### config.mk
export PLATFORM = sky130hd
export DESIGN_NAME = berr_regs
export DESIGN_NICKNAME = d
export VERILOG_FILES = /design/src/rtl/berr_pkg.sv /design/src/rtl/berr_regs.sv
export SDC_FILE = /design/constraint.sdc
export NUM_CORES = 1
export LEC_CHECK = 0
export BUFFER_PORTS_ARGS = -buffer_cell sky130_fd_sc_hd__buf_2
export CAP_MARGIN = 20
export CORE_MARGIN = 2
export CORE_UTILIZATION = 54
export DETAILED_ROUTE_END_ITERATION = 10
export PLACE_DENSITY = 0.8
export SYNTH_ARGS = -nofsm -noshare
export SYNTH_HDL_FRONTEND = slang
export SYNTH_SLANG_ARGS = --single-unit
### constraint.sdc
create_clock -name CLOCK -period 4.2 [get_ports CLOCK]
set_input_delay 0.21 -clock CLOCK [delete_from_list [all_inputs] [get_ports CLOCK]]
set_output_delay 0.21 -clock CLOCK [all_outputs]
set_load 0.02 [all_outputs]
### src/rtl/berr_pkg.sv
package berr_pkg;
  localparam int          ADDR_W      = 12;
  localparam logic [11:0] OFS_COR     = 12'h110;
  localparam logic [11:0] OFS_CORMASK = 12'h114;
  localparam logic [11:0] OFS_CAP     = 12'h118;
  localparam logic [11:0] OFS_HDR0    = 12'h11C;
  localparam logic [11:0] OFS_HDR1    = 12'h120;
  localparam logic [11:0] OFS_HDR2    = 12'h124;
  localparam logic [11:0] OFS_HDR3    = 12'h128;
  localparam logic [11:0] OFS_SEC     = 12'h12C;
  localparam logic [11:0] OFS_SECMASK = 12'h130;
  localparam logic [11:0] OFS_SECSEV  = 12'h134;
  // Implemented bits of the correctable and far-side groups
  localparam logic [31:0] COR_IMPL    = 32'h0000_11C1;
  localparam logic [31:0] SEC_IMPL    = 32'h0000_3FEF;
  localparam logic [31:0] COR_RST     = 32'h0000_0000;
  localparam logic [31:0] SECMASK_RST = 32'h0000_17A8;
  localparam logic [31:0] SECSEV_RST  = 32'h0000_1340;
  localparam logic [31:0] ZERO32      = 32'h0000_0000;
  localparam int          FEP_HI      = 4;
  localparam int          GEN_CAP_BIT = 5;
  localparam int          GEN_EN_BIT  = 6;
  localparam int          CHK_CAP_BIT = 7;
  localparam int          CHK_EN_BIT  = 8;
  localparam int          HDR_W       = 128;
  localparam int          WORD_W      = 32;
  localparam logic [1:0]  RESP_OKAY   = 2'h0;
  localparam logic [1:0]  RESP_SLVERR = 2'h2;

  typedef struct packed {
    logic              awvalid;
    logic [ADDR_W-1:0] awaddr;
    logic              wvalid;
    logic [31:0]       wdata;
    logic [3:0]        wstrb;
    logic              bready;
    logic              arvalid;
    logic [ADDR_W-1:0] araddr;
    logic              rready;
  } berr_axi_req_type;

  typedef struct packed {
    logic        awready;
    logic        wready;
    logic        bvalid;
    logic [1:0]  bresp;
    logic        arready;
    logic        rvalid;
    logic [31:0] rdata;
    logic [1:0]  rresp;
  } berr_axi_rsp_type;

  typedef struct packed {
    logic             valid;
    logic [4:0]       pointer;
    logic [HDR_W-1:0] header;
  } berr_log_type;

  typedef enum logic [0:0] {WR_COLLECT = 1'b0, WR_RESP = 1'b1} berr_wr_type;
  typedef enum logic [0:0] {RD_IDLE = 1'b0, RD_RESP = 1'b1} berr_rd_type;
endpackage

### src/rtl/berr_regs.sv
// Function
// - Correctable flags 0,6,7,8,12 sticky write-one-clear
// - Correctable mask bits sticky, reset zero
// - Pointer sticky read-only, capable bits one, enables
// - Header log four words, byte0 in top
// - Far-side flags 0-3,5-13 write-one-clear, rest zero
// - Bridge-internal and far-side events set flags
// - Far-side mask sticky with mixed reset values
// - Far-side severity sticky, bits 6,8,9,12 one
//
// Our own choice: the AXI4-Lite interface to the registers.
`timescale 1ns/100ps
module berr_regs
(
  input  wire logic                       CLOCK,
  input  wire logic                       RST_N,
  input  wire logic                       LINK_RST_N,
  input  wire berr_pkg::berr_axi_req_type AXI_REQ,
  output berr_pkg::berr_axi_rsp_type      AXI_RSP,
  input  wire logic [31:0]                COR_EVENTS,
  input  wire logic [31:0]                SEC_EVENTS,
  input  wire berr_pkg::berr_log_type     LOG_CAPTURE,
  output logic                            ECRC_GEN_EN,
  output logic                            ECRC_CHK_EN,
  output logic                            COR_REPORT,
  output logic                            SEC_REPORT_FATAL,
  output logic                            SEC_REPORT_NONFATAL
);

  ////////////////////////////////////////////////////////////////////////////
  // Helpers

  function automatic logic [31:0] lane_mask(input logic [3:0] strb);
    logic [31:0] m;
    m = 32'h0000_0000;
    for (int i = 0; i < 4; i++)
    begin
      m[i*8 +: 8] = {8{strb[i]}};
    end
    return m;
  endfunction

  function automatic logic addr_hit(input logic [berr_pkg::ADDR_W-1:0] a);
    logic [berr_pkg::ADDR_W-1:0] w;
    w = {a[berr_pkg::ADDR_W-1:2], 2'b00};
    return (w >= berr_pkg::OFS_COR) && (w <= berr_pkg::OFS_SECSEV);
  endfunction

  ////////////////////////////////////////////////////////////////////////////
  // Bus slave

  berr_pkg::berr_wr_type       wr_state_q, wr_state_d;
  berr_pkg::berr_rd_type       rd_state_q, rd_state_d;
  logic                        aw_held_q, aw_held_d, w_held_q, w_held_d;
  logic [berr_pkg::ADDR_W-1:0] waddr_q, waddr_d;
  logic [31:0]                 wdata_q, wdata_d;
  logic [3:0]                  wstrb_q, wstrb_d;
  logic [1:0]                  bresp_q, bresp_d, rresp_q, rresp_d;
  logic [31:0]                 rdata_q, rdata_d;
  logic                        wr_do;
  logic                        aw_rdy, w_rdy, ar_rdy;
  logic [31:0]                 rd_word;

  always_comb
  begin
    wr_state_d = wr_state_q;
    rd_state_d = rd_state_q;
    aw_held_d  = aw_held_q;
    w_held_d   = w_held_q;
    waddr_d    = waddr_q;
    wdata_d    = wdata_q;
    wstrb_d    = wstrb_q;
    bresp_d    = bresp_q;
    rresp_d    = rresp_q;
    rdata_d    = rdata_q;
    wr_do      = 1'b0;
    aw_rdy     = (wr_state_q == berr_pkg::WR_COLLECT) && !aw_held_q;
    w_rdy      = (wr_state_q == berr_pkg::WR_COLLECT) && !w_held_q;
    ar_rdy     = (rd_state_q == berr_pkg::RD_IDLE);
    if (AXI_REQ.awvalid && aw_rdy)
    begin
      aw_held_d = 1'b1;
      waddr_d   = AXI_REQ.awaddr;
    end
    if (AXI_REQ.wvalid && w_rdy)
    begin
      w_held_d = 1'b1;
      wdata_d  = AXI_REQ.wdata;
      wstrb_d  = AXI_REQ.wstrb;
    end
    case (wr_state_q)
      berr_pkg::WR_COLLECT:
      begin
        if (aw_held_q && w_held_q)
        begin
          wr_do      = 1'b1;
          aw_held_d  = 1'b0;
          w_held_d   = 1'b0;
          wr_state_d = berr_pkg::WR_RESP;
          bresp_d    = addr_hit(waddr_q) ? berr_pkg::RESP_OKAY : berr_pkg::RESP_SLVERR;
        end
      end
      berr_pkg::WR_RESP:
      begin
        if (AXI_REQ.bready)
        begin
          wr_state_d = berr_pkg::WR_COLLECT;
        end
      end
      default:
      begin
        wr_state_d = berr_pkg::WR_COLLECT;
      end
    endcase
    case (rd_state_q)
      berr_pkg::RD_IDLE:
      begin
        if (AXI_REQ.arvalid)
        begin
          rd_state_d = berr_pkg::RD_RESP;
          rdata_d    = rd_word;
          rresp_d    = addr_hit(AXI_REQ.araddr) ? berr_pkg::RESP_OKAY : berr_pkg::RESP_SLVERR;
        end
      end
      berr_pkg::RD_RESP:
      begin
        if (AXI_REQ.rready)
        begin
          rd_state_d = berr_pkg::RD_IDLE;
        end
      end
      default:
      begin
        rd_state_d = berr_pkg::RD_IDLE;
      end
    endcase
  end

  // Bus state is not sticky: a link reset drops any transfer in flight
  always_ff @(posedge CLOCK or negedge RST_N)
  begin
    if (!RST_N)
    begin
      wr_state_q <= berr_pkg::WR_COLLECT;
      rd_state_q <= berr_pkg::RD_IDLE;
      aw_held_q  <= 1'b0;
      w_held_q   <= 1'b0;
      waddr_q    <= '0;
      wdata_q    <= berr_pkg::ZERO32;
      wstrb_q    <= 4'h0;
      bresp_q    <= berr_pkg::RESP_OKAY;
      rresp_q    <= berr_pkg::RESP_OKAY;
      rdata_q    <= berr_pkg::ZERO32;
    end
    else if (!LINK_RST_N)
    begin
      wr_state_q <= berr_pkg::WR_COLLECT;
      rd_state_q <= berr_pkg::RD_IDLE;
      aw_held_q  <= 1'b0;
      w_held_q   <= 1'b0;
    end
    else
    begin
      wr_state_q <= wr_state_d;
      rd_state_q <= rd_state_d;
      aw_held_q  <= aw_held_d;
      w_held_q   <= w_held_d;
      waddr_q    <= waddr_d;
      wdata_q    <= wdata_d;
      wstrb_q    <= wstrb_d;
      bresp_q    <= bresp_d;
      rresp_q    <= rresp_d;
      rdata_q    <= rdata_d;
    end
  end

  // One driver for the whole response struct
  assign AXI_RSP = '{awready: aw_rdy, wready: w_rdy, bvalid: (wr_state_q == berr_pkg::WR_RESP), bresp: bresp_q,
                     arready: ar_rdy, rvalid: (rd_state_q == berr_pkg::RD_RESP), rdata: rdata_q, rresp: rresp_q};

  ////////////////////////////////////////////////////////////////////////////
  // Sticky registers

  logic [31:0]                 cor_q, cor_d, cmask_q, cmask_d;
  logic [31:0]                 sec_q, sec_d, smask_q, smask_d, ssev_q, ssev_d;
  logic [4:0]                  fep_q, fep_d;
  logic                        gen_q, gen_d, chk_q, chk_d;
  logic [berr_pkg::HDR_W-1:0]  hdr_q, hdr_d;
  logic [31:0]                 bm, cap_word;
  logic [berr_pkg::ADDR_W-1:0] wa;

  always_comb
  begin
    bm      = lane_mask(wstrb_q);
    wa      = {waddr_q[berr_pkg::ADDR_W-1:2], 2'b00};
    cor_d   = cor_q;
    sec_d   = sec_q;
    cmask_d = cmask_q;
    smask_d = smask_q;
    ssev_d  = ssev_q;
    gen_d   = gen_q;
    chk_d   = chk_q;
    fep_d   = fep_q;
    hdr_d   = hdr_q;
    if (wr_do)
    begin
      case (wa)
        berr_pkg::OFS_COR:     cor_d   = cor_q & ~(wdata_q & bm);
        berr_pkg::OFS_CORMASK: cmask_d = ((cmask_q & ~bm) | (wdata_q & bm)) & berr_pkg::COR_IMPL;
        berr_pkg::OFS_CAP:
        begin
          if (bm[berr_pkg::GEN_EN_BIT]) gen_d = wdata_q[berr_pkg::GEN_EN_BIT];
          if (bm[berr_pkg::CHK_EN_BIT]) chk_d = wdata_q[berr_pkg::CHK_EN_BIT];
        end
        berr_pkg::OFS_SEC:     sec_d   = sec_q & ~(wdata_q & bm);
        berr_pkg::OFS_SECMASK: smask_d = ((smask_q & ~bm) | (wdata_q & bm)) & berr_pkg::SEC_IMPL;
        berr_pkg::OFS_SECSEV:  ssev_d  = ((ssev_q & ~bm) | (wdata_q & bm)) & berr_pkg::SEC_IMPL;
        default:               cor_d   = cor_q;
      endcase
    end
    // Set after clear, so an event in the clearing cycle is kept
    cor_d = cor_d | (COR_EVENTS & berr_pkg::COR_IMPL);
    sec_d = sec_d | (SEC_EVENTS & berr_pkg::SEC_IMPL);
    if (LOG_CAPTURE.valid)
    begin
      fep_d = LOG_CAPTURE.pointer;
      hdr_d = LOG_CAPTURE.header;
    end
  end

  // Only power-on reset touches these; link reset is deliberately ignored
  always_ff @(posedge CLOCK or negedge RST_N)
  begin
    if (!RST_N)
    begin
      cor_q   <= berr_pkg::COR_RST;
      cmask_q <= berr_pkg::COR_RST;
      sec_q   <= berr_pkg::ZERO32;
      smask_q <= berr_pkg::SECMASK_RST;
      ssev_q  <= berr_pkg::SECSEV_RST;
      gen_q   <= 1'b0;
      chk_q   <= 1'b0;
      fep_q   <= 5'h00;
      hdr_q   <= '0;
    end
    else
    begin
      cor_q   <= cor_d;
      cmask_q <= cmask_d;
      sec_q   <= sec_d;
      smask_q <= smask_d;
      ssev_q  <= ssev_d;
      gen_q   <= gen_d;
      chk_q   <= chk_d;
      fep_q   <= fep_d;
      hdr_q   <= hdr_d;
    end
  end

  ////////////////////////////////////////////////////////////////////////////
  // Read mux

  always_comb
  begin
    cap_word = berr_pkg::ZERO32;
    cap_word[berr_pkg::FEP_HI:0]      = fep_q;
    cap_word[berr_pkg::GEN_CAP_BIT]   = 1'b1;
    cap_word[berr_pkg::GEN_EN_BIT]    = gen_q;
    cap_word[berr_pkg::CHK_CAP_BIT]   = 1'b1;
    cap_word[berr_pkg::CHK_EN_BIT]    = chk_q;
    case ({AXI_REQ.araddr[berr_pkg::ADDR_W-1:2], 2'b00})
      berr_pkg::OFS_COR:     rd_word = cor_q;
      berr_pkg::OFS_CORMASK: rd_word = cmask_q;
      berr_pkg::OFS_CAP:     rd_word = cap_word;
      berr_pkg::OFS_HDR0:    rd_word = hdr_q[berr_pkg::HDR_W-1 -: berr_pkg::WORD_W];
      berr_pkg::OFS_HDR1:    rd_word = hdr_q[berr_pkg::HDR_W-1-berr_pkg::WORD_W -: berr_pkg::WORD_W];
      berr_pkg::OFS_HDR2:    rd_word = hdr_q[berr_pkg::WORD_W +: berr_pkg::WORD_W];
      berr_pkg::OFS_HDR3:    rd_word = hdr_q[berr_pkg::WORD_W-1:0];
      berr_pkg::OFS_SEC:     rd_word = sec_q;
      berr_pkg::OFS_SECMASK: rd_word = smask_q;
      berr_pkg::OFS_SECSEV:  rd_word = ssev_q;
      default:               rd_word = berr_pkg::ZERO32;
    endcase
  end

  ////////////////////////////////////////////////////////////////////////////
  // Error reports

  logic cor_rep_d, fat_d, nfat_d, cor_rep_q, fat_q, nfat_q;
  logic [31:0] sec_live;

  always_comb
  begin
    sec_live  = SEC_EVENTS & berr_pkg::SEC_IMPL & ~smask_q;
    cor_rep_d = |(COR_EVENTS & berr_pkg::COR_IMPL & ~cmask_q);
    fat_d     = |(sec_live & ssev_q);
    nfat_d    = |(sec_live & ~ssev_q);
  end

  always_ff @(posedge CLOCK or negedge RST_N)
  begin
    if (!RST_N)
    begin
      cor_rep_q <= 1'b0;
      fat_q     <= 1'b0;
      nfat_q    <= 1'b0;
    end
    else
    begin
      cor_rep_q <= cor_rep_d;
      fat_q     <= fat_d;
      nfat_q    <= nfat_d;
    end
  end

  assign COR_REPORT          = cor_rep_q;
  assign SEC_REPORT_FATAL    = fat_q;
  assign SEC_REPORT_NONFATAL = nfat_q;
  assign ECRC_GEN_EN         = gen_q;
  assign ECRC_CHK_EN         = chk_q;
endmodule

Word level (Yosys, flattened, before mapping)
Index checks and enable logic that the tools add are counted.
Storage, ports and cells
  register bits: 321
  output and inout bits: 46
  word-level logic and storage cells: 109
Operators by class
  order comparisons: 4
  eq/ne operators: 16
  multiplexer cells: 24
  bitwise logic cells: 22
  reduce and logical (&&, ||, !) cells: 21
Operators with widths (count)
  32-bit case mux with 10 select lines: 1
  10-bit by 7-bit equality test with 1-bit output, second input constant: 16
  32-bit bitwise AND: 4
  32-bit two-way mux: 4
  32-bit OR reduction: 3
  14-bit inverter with 32-bit output: 2
  13-bit by 32-bit bitwise AND with 32-bit output: 1
  14-bit by 32-bit bitwise AND with 32-bit output: 1
  32-bit by 14-bit bitwise AND with 32-bit output: 1
  13-bit inverter with 32-bit output: 1
  32-bit inverter: 1
  32-bit by 13-bit bitwise OR with 32-bit output: 1
  32-bit by 14-bit bitwise OR with 32-bit output: 1
  14-bit bitwise AND: 2
  14-bit bitwise OR: 2
  12-bit by 9-bit >= comparator with 1-bit output, second input constant: 2
  12-bit by 9-bit less-or-equal comparator with 1-bit output, second input constant: 2
  1-bit two-way mux: 15
  14-bit inverter: 1
  13-bit bitwise AND: 1
  13-bit bitwise OR: 1
  3-bit AND reduction: 4
  2-bit AND reduction: 5
  1-bit logical AND: 7
  other kinds (4): 8

Longest topological paths before layout
Gate-level depths: netlist of the first run.
  depth after elaboration: 7
  gate-level depth with buffers: 8
  mapped depth without buffers: 5

Worst setup path before layout of the first run
No wires, ideal clock.
  kind: flip-flop to flip-flop
  start: reg wr_state_q
  end: reg chk_q (netlist: ECRC_CHK_EN)
  data arrival time: 1842 ps
  data required time: 4075 ps
  path slack: 2233 ps
  cell stages (with the launch flop): 8
  buffers on the path: 2
  clock period less this slack: 1967 ps
  cell sequence: dfrtp_1 -> and3b_1 -> buf_2 -> nand2_1 -> or4_1 -> buf_2 -> nor2_1 -> mux2_2
On the way
  word-level cells in the longest chain between the ends: 2
Ends and longest elaborated chain
  start, declared: RTL line berr_regs.sv:52  | berr_pkg::berr_wr_type wr_state_q, wr_state_d;
  start signal, assigned: RTL line berr_regs.sv:144  | wr_state_q <= berr_pkg::WR_COLLECT;
  start signal, assigned: RTL line berr_regs.sv:157  | wr_state_q <= berr_pkg::WR_COLLECT;
  start signal, assigned: RTL line berr_regs.sv:164  | wr_state_q <= wr_state_d;
  1-bit two-way mux: RTL line berr_regs.sv:91  | case (wr_state_q)
  3-bit AND reduction (no source line)
  end signal, assigned: RTL line berr_regs.sv:254  | chk_q <= chk_d;
  end, declared: RTL line berr_regs.sv:187  | logic gen_q, gen_d, chk_q, chk_d;
Every way passes these cells.
A chain may end at the register's enable or synchronous reset.

Worst setup path in the final report of the first run
  start: reg rd_state_q
  end: reg rdata_q[11]
On the way
  word-level cells in the longest chain between the ends: 2
Ends and longest elaborated chain
  start, declared: RTL line berr_regs.sv:53  | berr_pkg::berr_rd_type rd_state_q, rd_state_d;
  start signal, assigned: RTL line berr_regs.sv:145  | rd_state_q <= berr_pkg::RD_IDLE;
  start signal, assigned: RTL line berr_regs.sv:158  | rd_state_q <= berr_pkg::RD_IDLE;
  start signal, assigned: RTL line berr_regs.sv:165  | rd_state_q <= rd_state_d;
  1-bit inverter (no source line)
  3-bit AND reduction (no source line)
  end signal, assigned: RTL line berr_regs.sv:153  | rdata_q <= berr_pkg::ZERO32;
  end signal, assigned: RTL line berr_regs.sv:173  | rdata_q <= rdata_d;
  end, declared: RTL line berr_regs.sv:59  | logic [31:0] rdata_q, rdata_d;
Every way passes these cells.

==> results of run 1 <==
[stage by stage]
stage                     setup WS (ns)  hold slack [ns]  instances  power, uW  cell area [sq um]
final                             1.425          0.03881       1887       7555              18840
after global routing              1.322          0.05380       1886       7797              18840
after CTS                         1.506          0.03523       1879       7530              18810
after detailed placement          1.571           0.4130       1614       4252              15580
after global placement            1.584           0.4112       1614       4213              15580
after floorplan                   2.233         -0.08559       1073       3906              13970
[tightest hold or removal path, delay by kind of cell]
family | cells | cell delay [ns]
AO/OA/AOI/OAI | 1 | 0.13
AND/OR/NAND/NOR | 1 | 0.06
buffers and inverters | 1 | 0.10
[timing repair]
action,in CTS,in global routing
setup endpoints to repair,0,0
endpoints found under the hold margin,324,0
hold buffers,202,0
[synthesized netlist by cell type (11+ instances only)]
cell type / instances
nand3b_1: 14
a21o_1: 13
mux2_2: 215
o21ai_0: 16
nor3b_1: 15
a22oi_1: 27
a21oi_1: 29
nor2_1: 47
o21ai_1: 20
clkbuf_1: 37
dfrtp_1: 306
nand2_1: 54
mux4_2: 17
buf_2: 19
a21boi_0: 47
nor3_1: 13
mux2i_1: 31
dfstp_2: 11
inv_1: 14
nand3_1: 11
[how the worst max path moves through the flow]
stage                    start  cells after the start  slack, ns           to
floorplan           wr_state_q                      7       2.23  ECRC_CHK_EN
global route        rd_state_q                      4       1.32  rdata_q[11]
global placement    rd_state_q                      4       1.58  rdata_q[11]
detailed placement  rd_state_q                      4       1.57  rdata_q[11]
finish              rd_state_q                      4       1.43  rdata_q[11]
CTS                 rd_state_q                      4       1.51  rdata_q[11]
[layer usage]
metal  wire, microns  global-route usage  vias up
met5               0                   0        -
met1           16830              0.4169     5595
met3            3317             0.05676      140
li1                -                   -     4853
met4            1988              0.1569        0
met2           21860              0.5555      581
[cells by family (layout without fill, tap and decap cells)]
| logic type | count (synthesis) | after routing | synth area share |
|---|---|---|---|
| AOI/OAI and AO/OA | 207 | 207 | 0.1019 |
| muxes | 263 | 263 | 0.2230 |
| other | 1 | 8 | 0.0002685 |
| and+or+nand+nor | 204 | 204 | 0.07982 |
| DFF | 317 | 317 | 0.5689 |
| buffers and inverters | 80 | 558 | 0.02616 |
[sequential cells by signal (all words and copies together), names as in the netlist, named ones only]
| signal | count |
|---|---|
| SEC_REPORT_FATAL | 1 |
| COR_REPORT | 1 |
| SEC_REPORT_NONFATAL | 1 |
| wr_state_q | 1 |
| ECRC_CHK_EN | 1 |
| w_held_q | 1 |
| hdr_q | 128 |
| fep_q | 5 |
| waddr_q | 10 |
| sec_q | 32 |
| bresp_q | 1 |
| wdata_q | 32 |
| ECRC_GEN_EN | 1 |
| rd_state_q | 1 |
| aw_held_q | 1 |
| rresp_q | 1 |
| wstrb_q | 4 |
| rdata_q | 32 |
| cor_q | 32 |
[final cells by class]
cell class	count	area, sq um
antenna	6	15.01
clock buffer	55	1114
clock inverter	8	92.59
fill	1589	6410
inverter	14	52.55
multi-input combinational	676	5710
sequential	317	7946
tap	330	412.9
timing repair buffer	481	3501
[report_power, final]
group          leakage (uW)  total, uW  switching [uW]  internal (uW)
Sequential          0.00387       3500             204           3290
Clock              0.000597       3170            1220           1940
Combinational       0.00382        892             388            504
Total               0.00828       7550            1820           5740
==> flow_summary.json, run 1 <==
{
  "run_status": "completed",
  "hp-start": "AXI_REQ[64]",
  "ys_ff_latch": 317,
  "rr_endpoint": "rdata_q[11]",
  "fin_crit_ns": 2.775,
  "top_level_ports": 312,
  "cap_violations": 0,
  "clk_latency_ns": 0.52,
  "cp_slowest_cell": "nor4_2",
  "cts_max_level": 2,
  "leakage_uw": 0.008284,
  "yosysTopAreaCell": "dfrtp_1",
  "io_buffers": 259,
  "grt_max_degree": 139,
  "cts_buffers": 35,
  "die-height_microns": 164.8,
  "yosysWarnings": 0,
  "avgRoutedWirePerCell_microns": 23.31,
  "worstSetupStartpointType": "flip-flop",
  "synth.area.top_cells": "dfrtp_1 (55%), mux2_2 (17%), mux4_2 (2.7%), a21boi_0 (2.5%), mux2i_1 (2.2%)",
  "tritoncts": "done",
  "cts_buffer_depth": 3,
  "path_class": "reg -> reg",
  "drv_slew": 0,
  "fmax_ghz": 0.3604,
  "regToRegStartpoint": "rd_state_q",
  "gr-total-overflow": 0,
  "wirelength_microns": 43990,
  "ctsResizeCount": 0,
  "ys_seq_area_frac": 0.5689,
  "die_area_sq_um": 27170,
  "cp_cell_sequence": "nand3b_1 > nor4_2 > o21ai_0 > nand2_1",
  "post_cts_buffers": 0,
  "drive_above_1_share": 0.3862,
  "postRouteAntennaNets": 0,
  "rsz0062_at_grt": "no",
  "arrival_ns": 3.21,
  "ir_drop_mv": 0.3797,
  "final_nets": 1791,
  "critPathMaxFanout": 18,
  "die_w_microns": 164.8,
  "grt_usage": 0.3298,
  "start_util": 0.5531,
  "final_cell_mix": "dfrtp_1 (306), buf_2 (256), mux2_2 (215), dlygate4sd3_1 (202), nand2_1 (54)",
  "setup_viol": 0,
  "final_common_cell": "dfrtp_1",
  "synth_cells": 1072,
  "whs_path_depth": 3,
  "cp.required_ns": 4.64,
  "core_area_sq_um": 25250,
  "root_buffer": "clkbuf_16",
  "max-slew-margin-rel": 0.2762,
  "hold_viol": 0,
  "place_congestion": 0.8719,
  "min_path_type": "in -> reg",
  "dpl.hpwl_microns": 26670,
  "ys.flop_type": "dfrtp_1",
  "worst-path-buf-inv": 0,
  "skew_ns": 0.01739,
  "yosys.area.top_type_share": 0.5482,
  "drt-vias-per-instance": 5.919,
  "grt_pass1_wl_microns": 66720,
  "syn-mean-instance-area_sq_um": 13.03,
  "clkSlewWorstSetupHoldPaths_ns": 0.06,
  "rows": 58,
  "antenna_found_initial": 5,
  "worstMarginPinSlew_ns": 1.082,
  "synth-async-reset-ratio": 1.000,
  "clock_sinks": 317,
  "crit_family": "simple AND/OR/NAND/NOR gates",
  "holdPathEnd": "aw_held_q",
  "drtIter0Drc": 1084,
  "fin_crit_sh": 0.6607,
  "critPathCaptureType": "flip-flop",
  "firstDrtPassIters": 5,
  "rrSetupSlack_ns": 1.43,
  "grt_pass1_vias": 11850,
  "final.setup.tns_ns": 0,
  "synthesis.area_sq_um": 13970,
  "r2r_cells": 4,
  "drc": 0,
  "utilization": 0.7462,
  "areaGrowthSynthToFinish_pct": 34.92,
  "yosysUniqueCellTypes": 62,
  "synth_edf_count": 0,
  "power_density_nw_per_um2": 400.9,
  "vias": 11170,
  "slowest_delay_ns": 1.09
}
Note: power is estimated with default switching activity, not from simulation.
==> inputs of run 2 (changes only) <==
- ABC_AREA: default -> 1
- CORE_UTILIZATION: 54 -> 50
- PLACE_DENSITY: 0.8 -> 0.77
- clock period: 4.2 -> 2.3 ns (I/O delays scaled with it)
==> flow_summary.json, run 2 <==
{
  "post_cts_buffers": 0,
  "arrival_ns": 2.32,
  "ys.flop_type": "dfrtp_1",
  "min_path_type": "in -> reg",
  "power_density_nw_per_um2": 706.7,
  "clkSlewWorstSetupHoldPaths_ns": 0.06,
  "cap_violations": 0,
  "critPathCaptureType": "flip-flop",
  "grt_max_degree": 75,
  "yosysTopAreaCell": "dfrtp_1",
  "worst-path-buf-inv": 1,
  "yosysUniqueCellTypes": 39,
  "synth_edf_count": 0,
  "firstDrtPassIters": 6,
  "grt_pass1_wl_microns": 74940,
  "vias": 13650,
  "path_class": "reg -> reg",
  "synth_cells": 1622,
  "final_cell_mix": "nand2_1 (444), dfrtp_1 (306), buf_2 (257), dlygate4sd3_1 (205), inv_1 (176)",
  "cts_buffers": 35,
  "postRouteAntennaNets": 0,
  "grt_pass1_vias": 13810,
  "final.setup.tns_ns": 0,
  "fillers": 2081,
  "max-slew-margin-rel": 0.5758,
  "top_level_ports": 312,
  "drv_slew": 0,
  "cp_slowest_cell": "dfrtp_1",
  "multi_input_area_sq_um": 5550,
  "grt_usage": 0.3170,
  "synthesis.area_sq_um": 14540,
  "die_area_sq_um": 30460,
  "fin_crit_sh": 0.8261,
  "die-height_microns": 174.5,
  "final_nets": 2341,
  "finalWorstSetupSlack_ns": 0.4001,
  "cts_buffer_depth": 3,
  "antenna_found_initial": 5,
  "worstMarginPinSlew_ns": 0.6363,
  "ys_seq_area_frac": 0.5465,
  "cp.required_ns": 2.72,
  "crit_family": "simple AND/OR/NAND/NOR gates",
  "ctsResizeCount": 0,
  "leakage_uw": 0.009984,
  "clock_sinks": 317,
  "avgRoutedWirePerCell_microns": 19.31,
  "synth_common_cells": "nand2_1 (444), dfrtp_1 (306), inv_1 (176), o21ai_0 (160), mux2_2 (121)",
  "rows": 62,
  "worstSetupStartpointType": "flip-flop",
  "utilization": 0.6790,
  "regArea_sq_um": 7946,
  "io_buffers": 259,
  "place_congestion": 0.9551,
  "root_buffer": "clkbuf_16",
  "drive_above_1_share": 0.2410,
  "wirelength_microns": 48020,
  "skew_ns": 0.02619,
  "cts_max_level": 2,
  "largest_reg_flops": 128,
  "synth.area.top_cells": "dfrtp_1 (53%), nand2_1 (11%), mux2_2 (9.4%), o21ai_0 (5.5%), inv_1 (4.5%)",
  "fin_crit_ns": 1.900,
  "place_ws_ns": 0.4459,
  "yosys.area.top_type_share": 0.5266,
  "critPathMaxFanout": 14,
  "die_w_microns": 174.5,
  "drt-vias-per-instance": 5.489,
  "core_area_sq_um": 28700,
  "gr-total-overflow": 0,
  "crit_top_cell": "nand3_1",
  "rsz0062_at_grt": "no",
  "fmax_ghz": 0.5263,
  "slowest_delay_ns": 0.44,
  "hold_viol": 0,
  "ir_drop_mv": 0.5590,
  "synth-async-reset-ratio": 1.000,
  "synth.most_common_cell": "nand2_1",
  "run_status": "completed",
  "drc": 0,
  "cp_cell_sequence": "inv_1 > nand3_1 > nor2_1 > nand3_1 > o21ai_0",
  "clk_latency_ns": 0.53,
  "dpl.hpwl_microns": 29610,
  "start_util": 0.5066,
  "tritoncts": "done",
  "yosysWarnings": 0,
  "final_common_cell": "nand2_1",
  "areaGrowthSynthToFinish_pct": 34.03,
  "syn-mean-instance-area_sq_um": 8.965,
  "ys_ff_latch": 317,
  "largest_register": "hdr_q",
  "drtIter0Drc": 1455,
  "setup_viol": 0
}
[run 2: cell type report]
type	instances	area share
Antenna cell	3	0.0003852
Inverter	184	0.03557
Timing Repair Buffer	487	0.1853
Clock inverter	15	0.01066
Clock buffer	47	0.05091
Sequential cell	317	0.4077
Multi-Input combinational cell	1050	0.2848
Tap cell	384	0.02465
[run 2: timing repair]
action / 4_1_cts / 5_1_grt
hold buffers: 205 / 0
endpoints found under the setup margin: 0 / 0
endpoints found under the hold margin: 376 / 0
[run 2: cell families after synthesis]
kind of cell | Yosys count | share of synthesized area
mux | 121 | 0.09370
flops | 317 | 0.5465
compound gates | 209 | 0.07494
simple gates | 718 | 0.2117
other cells | 1 | 0.0002579
buf+inv | 256 | 0.07296
[run 2: final timing paths]
path	start	endpoint	slack, ns	cells after the start
setup / recovery	wr_state_q	flip-flop	0.40	5
hold / removal	LOG_CAPTURE[133]	hdr_q[55]	0.06	3
setup reg to reg	wr_state_q	flip-flop	0.40	5
hold reg to reg	rdata_q[2]	rdata_q[2]	0.48	2
max in group asynchronous	RST_N	asynchronous set/reset pin	1.38	3
min in group asynchronous	RST_N	asynchronous set/reset pin	0.12	2
[run 2: power by group]
| group | internal (uW) | leakage, uW | switching, uW |
|---|---|---|---|
| Clock | 3510 | 0.000581 | 2360 |
| Combinational | 759 | 0.00553 | 865 |
| Sequential | 5990 | 0.00387 | 289 |
| Total | 10300 | 0.00998 | 3510 |
[run 2: worst reg2reg max path, stage by stage, from the launching register on]
cell and delay (ns):
dfrtp_1 0.44, inv_1 0.12, nand3_1 0.24, nor2_1 0.26, nand3_1 0.41, o21ai_0 0.34
[run 2: through the flow]
step	instance area [sq um]	total power (uW)	hold slack, ns	std cells
floorplan	14550	7005	-0.1806	1623
global placement	16230	7575	0.07511	2217
detailed placement	16230	7640	0.08088	2217
CTS	19480	13710	0.01975	2484
global route	19490	14230	0.06654	2487
finish	19490	13770	0.05785	2487
[run 2: routing by layer]
metal,GRT usage,share of wire,vias up
met4,0.1451,0.050,4
met5,0,0.00056,-
met3,0.06299,0.090,206
met1,0.4129,0.39,6523
met2,0.5146,0.47,790
li1,-,-,6129
